`src/vph_pkg.sv`:
```
// package: constants, offsets and types of the voice phrase host port
package vph_pkg;
   // ----------------------------------------------------------------
   // synchronised input vector layout
   // ----------------------------------------------------------------
   localparam int          SYNC_W      = 13;
   localparam int          IX_SDATA    = 6;    // line 6, serial data in serial mode
   localparam int          IX_SCLK     = 5;    // line 5, serial clock in serial mode
   localparam int          IX_GO       = 7;
   localparam int          IX_CMDQ     = 8;
   localparam int          IX_LANE     = 9;
   localparam int          IX_SERIAL   = 10;
   localparam int          IX_HOST     = 11;
   localparam int          IX_PGM      = 12;
   // strobe, qualifier and lane idle high (pulled up)
   localparam logic [12:0] SYNC_RST    = 13'h0380;

   // ----------------------------------------------------------------
   // register map (byte addresses)
   // ----------------------------------------------------------------
   localparam logic [7:0]  OFF_STATUS   = 8'h00;
   localparam logic [7:0]  OFF_PHRASE   = 8'h04;
   localparam logic [7:0]  OFF_COMMAND  = 8'h08;
   localparam logic [7:0]  OFF_PLAY_LEN = 8'h0C;
   localparam logic [7:0]  OFF_STOP     = 8'h10;
   localparam logic [15:0] PLAY_LEN_RST = 16'h0100;

   // ----------------------------------------------------------------
   // serial word and command codes
   // ----------------------------------------------------------------
   localparam int          SER_CMD_BIT = 7;    // 1: command, 0: phrase address
   localparam int          CMD_OP_HI   = 6;
   localparam int          CMD_OP_LO   = 5;

   typedef enum logic [1:0] {
      CMD_ROUTE_DAC = 2'b00,
      CMD_ROUTE_LPF = 2'b01,
      CMD_SILENCE   = 2'b10,
      CMD_NONE      = 2'b11
   } vph_cmd_t;

   typedef enum logic [1:0] {
      PS_IDLE  = 2'b00,
      PS_PHRASE = 2'b01,
      PS_CMD   = 2'b10
   } vph_state_t;
endpackage

```
`src/vph_sync_if.sv`:
```
// interface: raw and synchronised host inputs
`timescale 1ns/1ps
`default_nettype none
interface vph_sync_if;
   logic [12:0] raw;
   logic [12:0] clean;
   modport syncer (input raw, output clean);
   modport user   (output raw, input clean);
endinterface
`default_nettype wire

```
`src/vph_sync.sv`:
```
// module: three-stage input synchroniser with agreement filter
`timescale 1ns/1ps
`default_nettype none
module vph_sync (
   // clock and reset
   input wire logic   pclk,
   input wire logic   presetn,
   // synchroniser side of the input carrier
   vph_sync_if.syncer sif
);
   logic [12:0] f1_r;
   logic [12:0] f2_r;
   logic [12:0] f3_r;
   logic [12:0] clean_r;

   // ----------------------------------------------------------------
   // chain; f1 feeds f2 only, a change counts once f2 and f3 agree
   // ----------------------------------------------------------------
   always_ff @(posedge pclk or negedge presetn) begin
      if (!presetn) begin
         f1_r    <= vph_pkg::SYNC_RST;
         f2_r    <= vph_pkg::SYNC_RST;
         f3_r    <= vph_pkg::SYNC_RST;
         clean_r <= vph_pkg::SYNC_RST;
      end else begin
         f1_r    <= sif.raw;
         f2_r    <= f1_r;
         f3_r    <= f2_r;
         clean_r <= (f2_r & f3_r) | (clean_r & (f2_r ^ f3_r));
      end
   end

   assign sif.clean = clean_r;
endmodule
`default_nettype wire

```
`src/vph_host_port.sv`:
```
// module: host command port of a two-channel phrase playback device
//
// Behaviour
// - reset low holds device in standby
// - reset stops oscillator, grounds speech, clears state
// - busy low during playback, high after reset
// - ready high when next address acceptable
// - qualifier and strobe ignored while ready low
// - in parallel mode, qualifier high at strobe fall means command
// - playback starts at strobe falling edge
// - lines latched as address at strobe rise
// - lane high picks channel 1, low 2
// - parallel lines carry commands and phrase codes
// - serial mode takes words on serial data
// - serial clock line is the bit clock
// - serial mode drives lines 2, 3 from silence code
// - command routes converter or filter to speech out
// - interface select high serial, low parallel
// - controller mode select high enables host port
`timescale 1ns/1ps
`default_nettype none
module vph_host_port (
   // clock and reset
   input  wire logic        pclk,
   input  wire logic        presetn,
   // apb slave
   input  wire logic        psel,
   input  wire logic        penable,
   input  wire logic        pwrite,
   input  wire logic [7:0]  paddr,
   input  wire logic [31:0] pwdata,
   output var  logic [31:0] prdata,
   output var  logic        pready,
   output var  logic        pslverr,
   // host strobe, qualifier and selects
   input  wire logic        go_pulse_n,
   input  wire logic        command_qualifier,
   input  wire logic        voice_lane_select,
   input  wire logic        serial_mode_sel,
   input  wire logic        host_mode_sel,
   input  wire logic        program_tool_pin,
   // phrase lines
   input  wire logic        serial_data_in,
   input  wire logic        serial_clock_in,
   input  wire logic        phrase_line4,
   input  wire logic [1:0]  phrase_lines_lo,
   // two-way lines 2 and 3
   input  wire logic        aux_out_a_i,
   output var  logic        aux_out_a_o,
   output var  logic        aux_out_a_oe_n,
   input  wire logic        aux_out_b_i,
   output var  logic        aux_out_b_o,
   output var  logic        aux_out_b_oe_n,
   // status pins and speech path control
   output var  logic        busy_n,
   output var  logic        addr_accept_ready,
   output var  logic        analog_speech_out_lpf,
   output var  logic        analog_speech_out_live,
   output var  logic        osc_run
);
   // ----------------------------------------------------------------
   // input synchronisation
   // ----------------------------------------------------------------
   vph_sync_if sif ();

   // all pins pass the same three-stage chain, keeping their relative timing
   assign sif.raw = {program_tool_pin, host_mode_sel, serial_mode_sel, voice_lane_select,
                     command_qualifier, go_pulse_n, serial_data_in, serial_clock_in,
                     phrase_line4, aux_out_b_i, aux_out_a_i, phrase_lines_lo};

   vph_sync u_sync (
      .pclk    (pclk),
      .presetn (presetn),
      .sif     (sif)
   );

   logic [12:0] s_d_r;

   // previous synchronised value for edge detection
   always_ff @(posedge pclk or negedge presetn) begin
      if (!presetn) begin
         s_d_r <= vph_pkg::SYNC_RST;
      end else begin
         s_d_r <= sif.clean;
      end
   end

   // ----------------------------------------------------------------
   // edges, modes and the word on offer
   // ----------------------------------------------------------------
   wire       [12:0] s          = sif.clean;
   wire              go_fall    = s_d_r[vph_pkg::IX_GO] & ~s[vph_pkg::IX_GO];
   wire              go_rise    = ~s_d_r[vph_pkg::IX_GO] & s[vph_pkg::IX_GO];
   wire              ser_mode   = s[vph_pkg::IX_SERIAL];
   wire              host_on    = s[vph_pkg::IX_HOST];
   wire              sclk_rise  = ser_mode & ~s_d_r[vph_pkg::IX_SCLK] & s[vph_pkg::IX_SCLK];

   logic       [7:0] shift_r;
   vph_pkg::vph_state_t state_r;
   vph_pkg::vph_state_t state_nxt;
   logic             ready_r;

   // serial keeps the last 8 bits; lines 0, 1, 4 and the qualifier are unused then
   wire        [6:0] word       = ser_mode ? shift_r[6:0] : s[6:0];
   wire              is_cmd     = ser_mode ? shift_r[vph_pkg::SER_CMD_BIT]
                                           : s[vph_pkg::IX_CMDQ];
   wire              accept     = go_fall & host_on & ready_r & (state_r == vph_pkg::PS_IDLE);
   wire              latch_ph   = go_rise & (state_r == vph_pkg::PS_PHRASE);
   wire              latch_cmd  = go_rise & (state_r == vph_pkg::PS_CMD);
   wire        [1:0] cmd_op     = word[vph_pkg::CMD_OP_HI:vph_pkg::CMD_OP_LO];

   // serial shift, MSB first on each rising bit clock
   always_ff @(posedge pclk or negedge presetn) begin
      if (!presetn) begin
         shift_r <= 8'h00;
      end else if (sclk_rise) begin
         shift_r <= {shift_r[6:0], s[vph_pkg::IX_SDATA]};
      end
   end

   // ----------------------------------------------------------------
   // strobe state machine
   // ----------------------------------------------------------------
   always_comb begin
      state_nxt = state_r;
      case (state_r)
         vph_pkg::PS_IDLE: begin
            if (accept) begin
               state_nxt = is_cmd ? vph_pkg::PS_CMD : vph_pkg::PS_PHRASE;
            end
         end
         vph_pkg::PS_PHRASE, vph_pkg::PS_CMD: begin
            if (go_rise) begin
               state_nxt = vph_pkg::PS_IDLE;
            end
         end
         default: state_nxt = vph_pkg::PS_IDLE;
      endcase
   end

   // ready follows the state, so a strobe in progress blocks the next one
   always_ff @(posedge pclk or negedge presetn) begin
      if (!presetn) begin
         state_r <= vph_pkg::PS_IDLE;
         ready_r <= 1'b1;
      end else begin
         state_r <= state_nxt;
         ready_r <= (state_nxt == vph_pkg::PS_IDLE);
      end
   end

   // ----------------------------------------------------------------
   // playback channels, one down-counter each
   // ----------------------------------------------------------------
   logic      [15:0] play_len_r;
   logic       [1:0] stop_req;
   logic       [1:0] chan_go;
   logic       [1:0] act_nxt;
   logic       [1:0] active;
   wire              lane       = s[vph_pkg::IX_LANE];

   genvar g;
   generate
      for (g = 0; g < 2; g++) begin : g_chan
         logic [15:0] cnt_r;
         logic [15:0] cnt_nxt;
         // lane high selects channel 1 (index 0), low channel 2
         assign chan_go[g] = accept & ~is_cmd & (lane == (g == 0));
         // a start in the same cycle as a stop wins, so no fresh phrase is lost
         assign cnt_nxt    = chan_go[g]  ? play_len_r :
                             stop_req[g] ? 16'h0000 :
                             (cnt_r != 16'h0000) ? cnt_r - 16'h0001 : cnt_r;
         assign act_nxt[g] = (cnt_nxt != 16'h0000);
         assign active[g]  = (cnt_r != 16'h0000);
         always_ff @(posedge pclk or negedge presetn) begin
            if (!presetn) begin
               cnt_r <= 16'h0000;
            end else begin
               cnt_r <= cnt_nxt;
            end
         end
      end
   endgenerate

   // ----------------------------------------------------------------
   // latched address, commands and pin outputs
   // ----------------------------------------------------------------
   logic       [6:0] phrase_r;
   logic             lane_r;
   logic       [6:0] command_r;
   logic             lpf_r;
   logic       [1:0] port_lvl_r;
   logic             busy_n_r;
   logic             live_r;
   logic             lane_at_fall_r;

   always_ff @(posedge pclk or negedge presetn) begin
      if (!presetn) begin
         phrase_r       <= 7'h00;
         lane_r         <= 1'b1;
         lane_at_fall_r <= 1'b1;
         command_r      <= 7'h00;
         lpf_r          <= 1'b0;
         port_lvl_r     <= 2'h0;
      end else begin
         if (accept) begin
            lane_at_fall_r <= lane;
         end
         if (latch_ph) begin
            phrase_r <= word;
            lane_r   <= lane_at_fall_r;
         end
         if (latch_cmd) begin
            command_r <= word;
            if (cmd_op == vph_pkg::CMD_ROUTE_DAC) begin
               lpf_r <= 1'b0;
            end else if (cmd_op == vph_pkg::CMD_ROUTE_LPF) begin
               lpf_r <= 1'b1;
            end else if (cmd_op == vph_pkg::CMD_SILENCE) begin
               port_lvl_r <= word[1:0];
            end
         end
      end
   end

   // pins: standby values in reset, released one edge after it
   always_ff @(posedge pclk or negedge presetn) begin
      if (!presetn) begin
         busy_n_r       <= 1'b1;
         live_r         <= 1'b0;
         aux_out_a_o    <= 1'b0;
         aux_out_b_o    <= 1'b0;
         aux_out_a_oe_n <= 1'b1;
         aux_out_b_oe_n <= 1'b1;
      end else begin
         busy_n_r       <= ~|act_nxt;
         live_r         <= 1'b1;
         aux_out_a_o    <= port_lvl_r[0];
         aux_out_b_o    <= port_lvl_r[1];
         aux_out_a_oe_n <= ~ser_mode;
         aux_out_b_oe_n <= ~ser_mode;
      end
   end

   assign busy_n                 = busy_n_r;
   assign addr_accept_ready      = ready_r;
   assign analog_speech_out_lpf  = lpf_r;
   assign analog_speech_out_live = live_r;
   assign osc_run                = live_r;

   // ----------------------------------------------------------------
   // apb slave, no wait states, yet read data leaves a flip-flop
   // ----------------------------------------------------------------
   function automatic logic vph_hit(input logic [7:0] a, input logic [7:0] off);
      vph_hit = (a == off);
   endfunction

   wire              setup      = psel & ~penable;
   wire              wr_done    = psel & penable & pready & pwrite & ~pslverr;
   wire              mapped     = vph_hit(paddr, vph_pkg::OFF_STATUS) | vph_hit(paddr, vph_pkg::OFF_PHRASE) |
                                  vph_hit(paddr, vph_pkg::OFF_COMMAND) | vph_hit(paddr, vph_pkg::OFF_PLAY_LEN) |
                                  vph_hit(paddr, vph_pkg::OFF_STOP);
   logic      [31:0] rd_mux;

   assign stop_req = (wr_done & vph_hit(paddr, vph_pkg::OFF_STOP)) ? pwdata[1:0] : 2'b00;

   // read selection
   always_comb begin
      if (vph_hit(paddr, vph_pkg::OFF_STATUS)) begin
         rd_mux = {22'h000000, port_lvl_r, s[vph_pkg::IX_PGM], lpf_r, active,
                   host_on, ser_mode, ready_r, busy_n_r};
      end else if (vph_hit(paddr, vph_pkg::OFF_PHRASE)) begin
         rd_mux = {23'h000000, lane_r, 1'b0, phrase_r};
      end else if (vph_hit(paddr, vph_pkg::OFF_COMMAND)) begin
         rd_mux = {25'h0000000, command_r};
      end else if (vph_hit(paddr, vph_pkg::OFF_PLAY_LEN)) begin
         rd_mux = {16'h0000, play_len_r};
      end else begin
         rd_mux = 32'h00000000;
      end
   end

   // answer registered in the setup cycle, taken at the first access edge
   always_ff @(posedge pclk or negedge presetn) begin
      if (!presetn) begin
         prdata     <= 32'h00000000;
         pready     <= 1'b0;
         pslverr    <= 1'b0;
         play_len_r <= vph_pkg::PLAY_LEN_RST;
      end else begin
         pready  <= setup;
         pslverr <= setup & ~mapped;
         prdata  <= (setup & ~pwrite) ? rd_mux : 32'h00000000;
         if (wr_done & vph_hit(paddr, vph_pkg::OFF_PLAY_LEN)) begin
            play_len_r <= pwdata[15:0];
         end
      end
   end
endmodule
`default_nettype wire

```
`config.mk`:
```
export PLATFORM = sky130hd
export DESIGN_NAME = vph_host_port
export DESIGN_NICKNAME = d
export VERILOG_FILES = /design/src/vph_pkg.sv /design/src/vph_sync_if.sv /design/src/vph_sync.sv /design/src/vph_host_port.sv
export SDC_FILE = /design/constraint.sdc
export NUM_CORES = 1
export LEC_CHECK = 0
export ABC_CLOCK_PERIOD_IN_PS = 2900
export BUFFER_PORTS_ARGS = -buffer_cell sky130_fd_sc_hd__buf_2
export CAP_MARGIN = 5
export CELL_PAD_IN_SITES_DETAIL_PLACEMENT = 1
export CELL_PAD_IN_SITES_GLOBAL_PLACEMENT = 1
export CORE_MARGIN = 2
export CORE_UTILIZATION = 41
export DETAILED_ROUTE_END_ITERATION = 10
export GPL_TIMING_DRIVEN = 0
export PLACE_DENSITY_LB_ADDON = 0.1
export SYNTH_ARGS = -nofsm -noshare
export SYNTH_HDL_FRONTEND = slang
export SYNTH_HIERARCHICAL = 1
export SYNTH_SLANG_ARGS = --single-unit
```
`constraint.sdc`:
```
create_clock -name pclk -period 2.9 [get_ports pclk]
set_clock_uncertainty 0.1 [all_clocks]
set_input_delay 0.58 -clock pclk [delete_from_list [all_inputs] [get_ports pclk]]
set_output_delay 0.58 -clock pclk [all_outputs]
set_load 0.005 [all_outputs]
```
==> summary.md <==
| Metric | Value |
|---|---|
| Outcome | `finished with violations` |
| Failing checks | `setup timing` |
| Grt ovf | `0` |
| Clk Latency, worst-skew pair | `430 ps` |
| Num rows | `47` |
| Crit-path leading delay family | `simple AND/OR/NAND/NOR gates` |
| FFs w/ async S/R, synth | `1.00` |
| Sequential Area | `3910 um^2` |
| ANT nets after route | `0` |
| Vias in the first global route | `5344` |
| Max frequency | `325 MHz` |
| Core Area | `16400 um^2` |
| CTS Sinks | `155` |
| Reg2reg start | `g_chan[0].cnt_r[1]` |
| Area grow syn2layout | `27.5%` |
| RSZ-0062 raised after global routing | `true` |
| Top_reg_cell synth | `dfrtp_1` |
| Data required, critical path | `3130 ps` |
| Static leakage power | `4.07 nW` |
| Post-synthesis sequential element count | `155` |
| Post-Synthesis Cells | `572` |
| Multi-input gate area | `3010 um^2` |
| Antenna violations before repair | `0` |
| Final worst-path cycle share | `1.06` |
| CP Launch Point | `g_chan[0].cnt_r[1]` |
| 1st-iter DRT viols | `197` |
| EDFF count, synth | `0` |
| Final WL | `18200 um` |
| Slowest cell on the critical path | `or4_4` |
| Power density cells | `892 nW/um^2` |
| Max rail drop VDD | `0.564 mV` |
| Syn Area/Cell | `11.9 um^2` |
| Routed len/inst | `19.4 um` |
| DIE AREA | `17700 um^2` |
| Commonest non-fill, non-tap cells in the layout | `128 x dfrtp_1, 67 x buf_2, 52 x buf_4` |
| Fillers | `1720` |
| Dpl hpwl | `12700 um` |
| Final nets | `783` |
| Worst-case headroom to the max-slew limit | `0.284` |
| Post-synth top area cell | `dfrtp_1` |
| Endpoints failing hold | `0` |
| Cts bufs inserted | `17` |
| Antenna cells | `0` |
| Setup TNS Final | `-175 ps` |
| Final slew viol count | `0` |
| DRT Pass-1 Iters | `4` |
| Fin util | `0.531` |
| Critical path class | `reg -> reg` |
| Tightest Pin Transition | `1060 ps` |
| Die Span X | `133 um` |
| Distinct cells, synth | `59` |
| CP Max Fanout | `6` |
| CP most frequent cell | `or4_4` |
| Worst hold path class | `in -> async` |
| Cell Area, Synth | `6830 um^2` |
| CP Capture Type | `flop` |
| Clock Path Buffers | `2` |
| Largest net degree at the start of global routing | `79` |
| Die Y | `133 um` |
| Share of cells above drive strength 1 | `0.384` |
| Drt via density | `5.29` |
| Clock transition at the registers of the reported paths | `60 ps` |
| Port Buffers | `68` |
| Drt drc | `0` |
| Top cells by area, synth | `dfrtp_1 50%, dfstp_2 7.3%, mux2_2 4.6%, ha_1 3.5%, o21ai_0 2.9%` |
| CP arrival | `3310 ps` |
| Cell chain of the critical path | `buf_4 > or4_4 > or2_4 > nor3_2 > xnor2_1 > o21ai_0 > or4_4 > nor4_4` |
| Bufs and invs on worst path | `1` |
| Initial Util | `0.416` |
| RePlAce Congestion | `0.863` |
| Overall Global Routing Usage | `0.212` |
| Max Cap Violations | `0` |
| Setup Viol. Count Final | `1` |
| Post-synth top area share | `0.498` |
| Vias | `4969` |
| Ys Warns | `6` |
| CP Launch Type | `flop` |
| Final Worst Setup Slack | `-175 ps` |
| Period minus WS final | `3080 ps` |
| CTS root buffer | `clkbuf_16` |
| Commonest non-fill, non-tap cell in the layout | `dfrtp_1` |
| CP max stage delay | `590 ps` |
| # H-tree levels | `4` |
| First-pass GRT wire length | `28800 um` |
| Post-synthesis sequential area ratio | `0.571` |
| CTS tree | `yes` |
| Io pins | `101` |
==> timing repair <==
item                       CTS  global route
gates resized for setup     43            28
hold buffers                 0             0
setup endpoints to repair    1             2
buffers inserted            23            13
hold endpoints to repair     0             0
pin swaps                   19            13
==> worst reg2reg max path, delay by kind of cell, from the launching register on <==
kind                      cells  cell delay [ps]
AOI/OAI and AO/OA             1              200
xor gates and xnor gates      1              170
DFF                           1              400
buffers and inverters         1              150
and+or+nand+nor               5             1950
==> metal layers <==
layer	vias to the layer above	track usage	wire length (um)
met5	-	0	0
met4	0	0.0753	412
met3	27	0.0483	503
met2	78	0.374	9860
met1	2553	0.255	7430
li1	2311	-	-
==> report_power, final <==
group | internal, mW | switching [mW]
Sequential | 2.65 | 0.477
Combinational | 1.14 | 1.25
Clock | 1.31 | 0.932
==> per-stage QoR <==
step	instance area [um^2]	hold slack (ps)	setup WS, ps	std cells	power (mW)
CTS	8530	96.8	-150	928	7.54
finish	8710	76.0	-175	939	7.77
global placement	7540	232	-1100	875	4.78
detailed placement	7570	236	-784	876	4.91
global route	8710	114	-232	939	8.24
floorplan	6920	184	-24.7	587	4.27
==> registers in the layout (all words and copies together) (netlist names), 2 cells and up <==
| name | count |
|---|---|
| phrase_r | 7 |
| state_r | 2 |
| s_d_r | 2 |
| port_lvl_r | 2 |
| g_chan.cnt_r | 32 |
| prdata | 16 |
| shift_r | 8 |
| play_len_r | 16 |
| u_sync/f3_r | 13 |
| command_r | 7 |
| u_sync/f2_r | 13 |
| u_sync/sif.clean | 13 |
| u_sync/f1_r | 13 |
==> worst paths after layout <==
path	slack, ps	to	cells after the start
max	-180	busy_n	8
max in group asynchronous	1780	play_len_r[8]	2
min in group pclk	150	u_sync/f1_r[7]	1
min	80	state_r[0]	1
max reg2reg	-180	busy_n	8
min reg2reg	250	u_sync/f2_r[11]	0
==> area by class of cell <==
type,count,share of cell area
inverters,18,0.00776
clock inverters,13,0.0178
flip-flops and latches,155,0.449
plain buffers,31,0.0223
multi-input cells,378,0.346
repair buffers,105,0.0748
clock buffers,19,0.0509
well taps,220,0.0316
==> cell usage after synthesis, types with 3 or more instances <==
library cell and number:
or2_2 3, or4_1 9, dfstp_2 19, clkbuf_1 16, a21oi_1 15, o21ai_0 39, nor2_1 19, o211ai_1 3
mux4_2 7, or3_1 4, nand4_1 6, nor4b_1 3, xnor2_1 9, dfrtp_1 136, and2_1 10, a22oi_1 4
inv_1 18, nor2b_1 6, o21a_1 3, nand2b_1 4, ha_1 19, and3_1 8, a21o_1 20, a22o_1 5
nor4_2 3, buf_4 18, mux2_2 28, nand2_1 46, o21ai_1 5, nand3_1 7, nand3b_1 3, nor3_1 16
nor4_1 9, a2111oi_0 3, mux2i_1 13
==> kinds of logic after synthesis <==
group,count (synthesis),share of synthesized area
AO/OA/AOI/OAI,115,0.109
flip-flops,155,0.571
AND/OR/NAND/NOR,168,0.141
other,2,0.00110
XOR/XNOR,11,0.0141
buffers and inverters,54,0.0399
multiplexers,48,0.0883
adder cells (fa/ha/maj),19,0.0348
No activity file was read; power rests on OpenSTA's default activity.
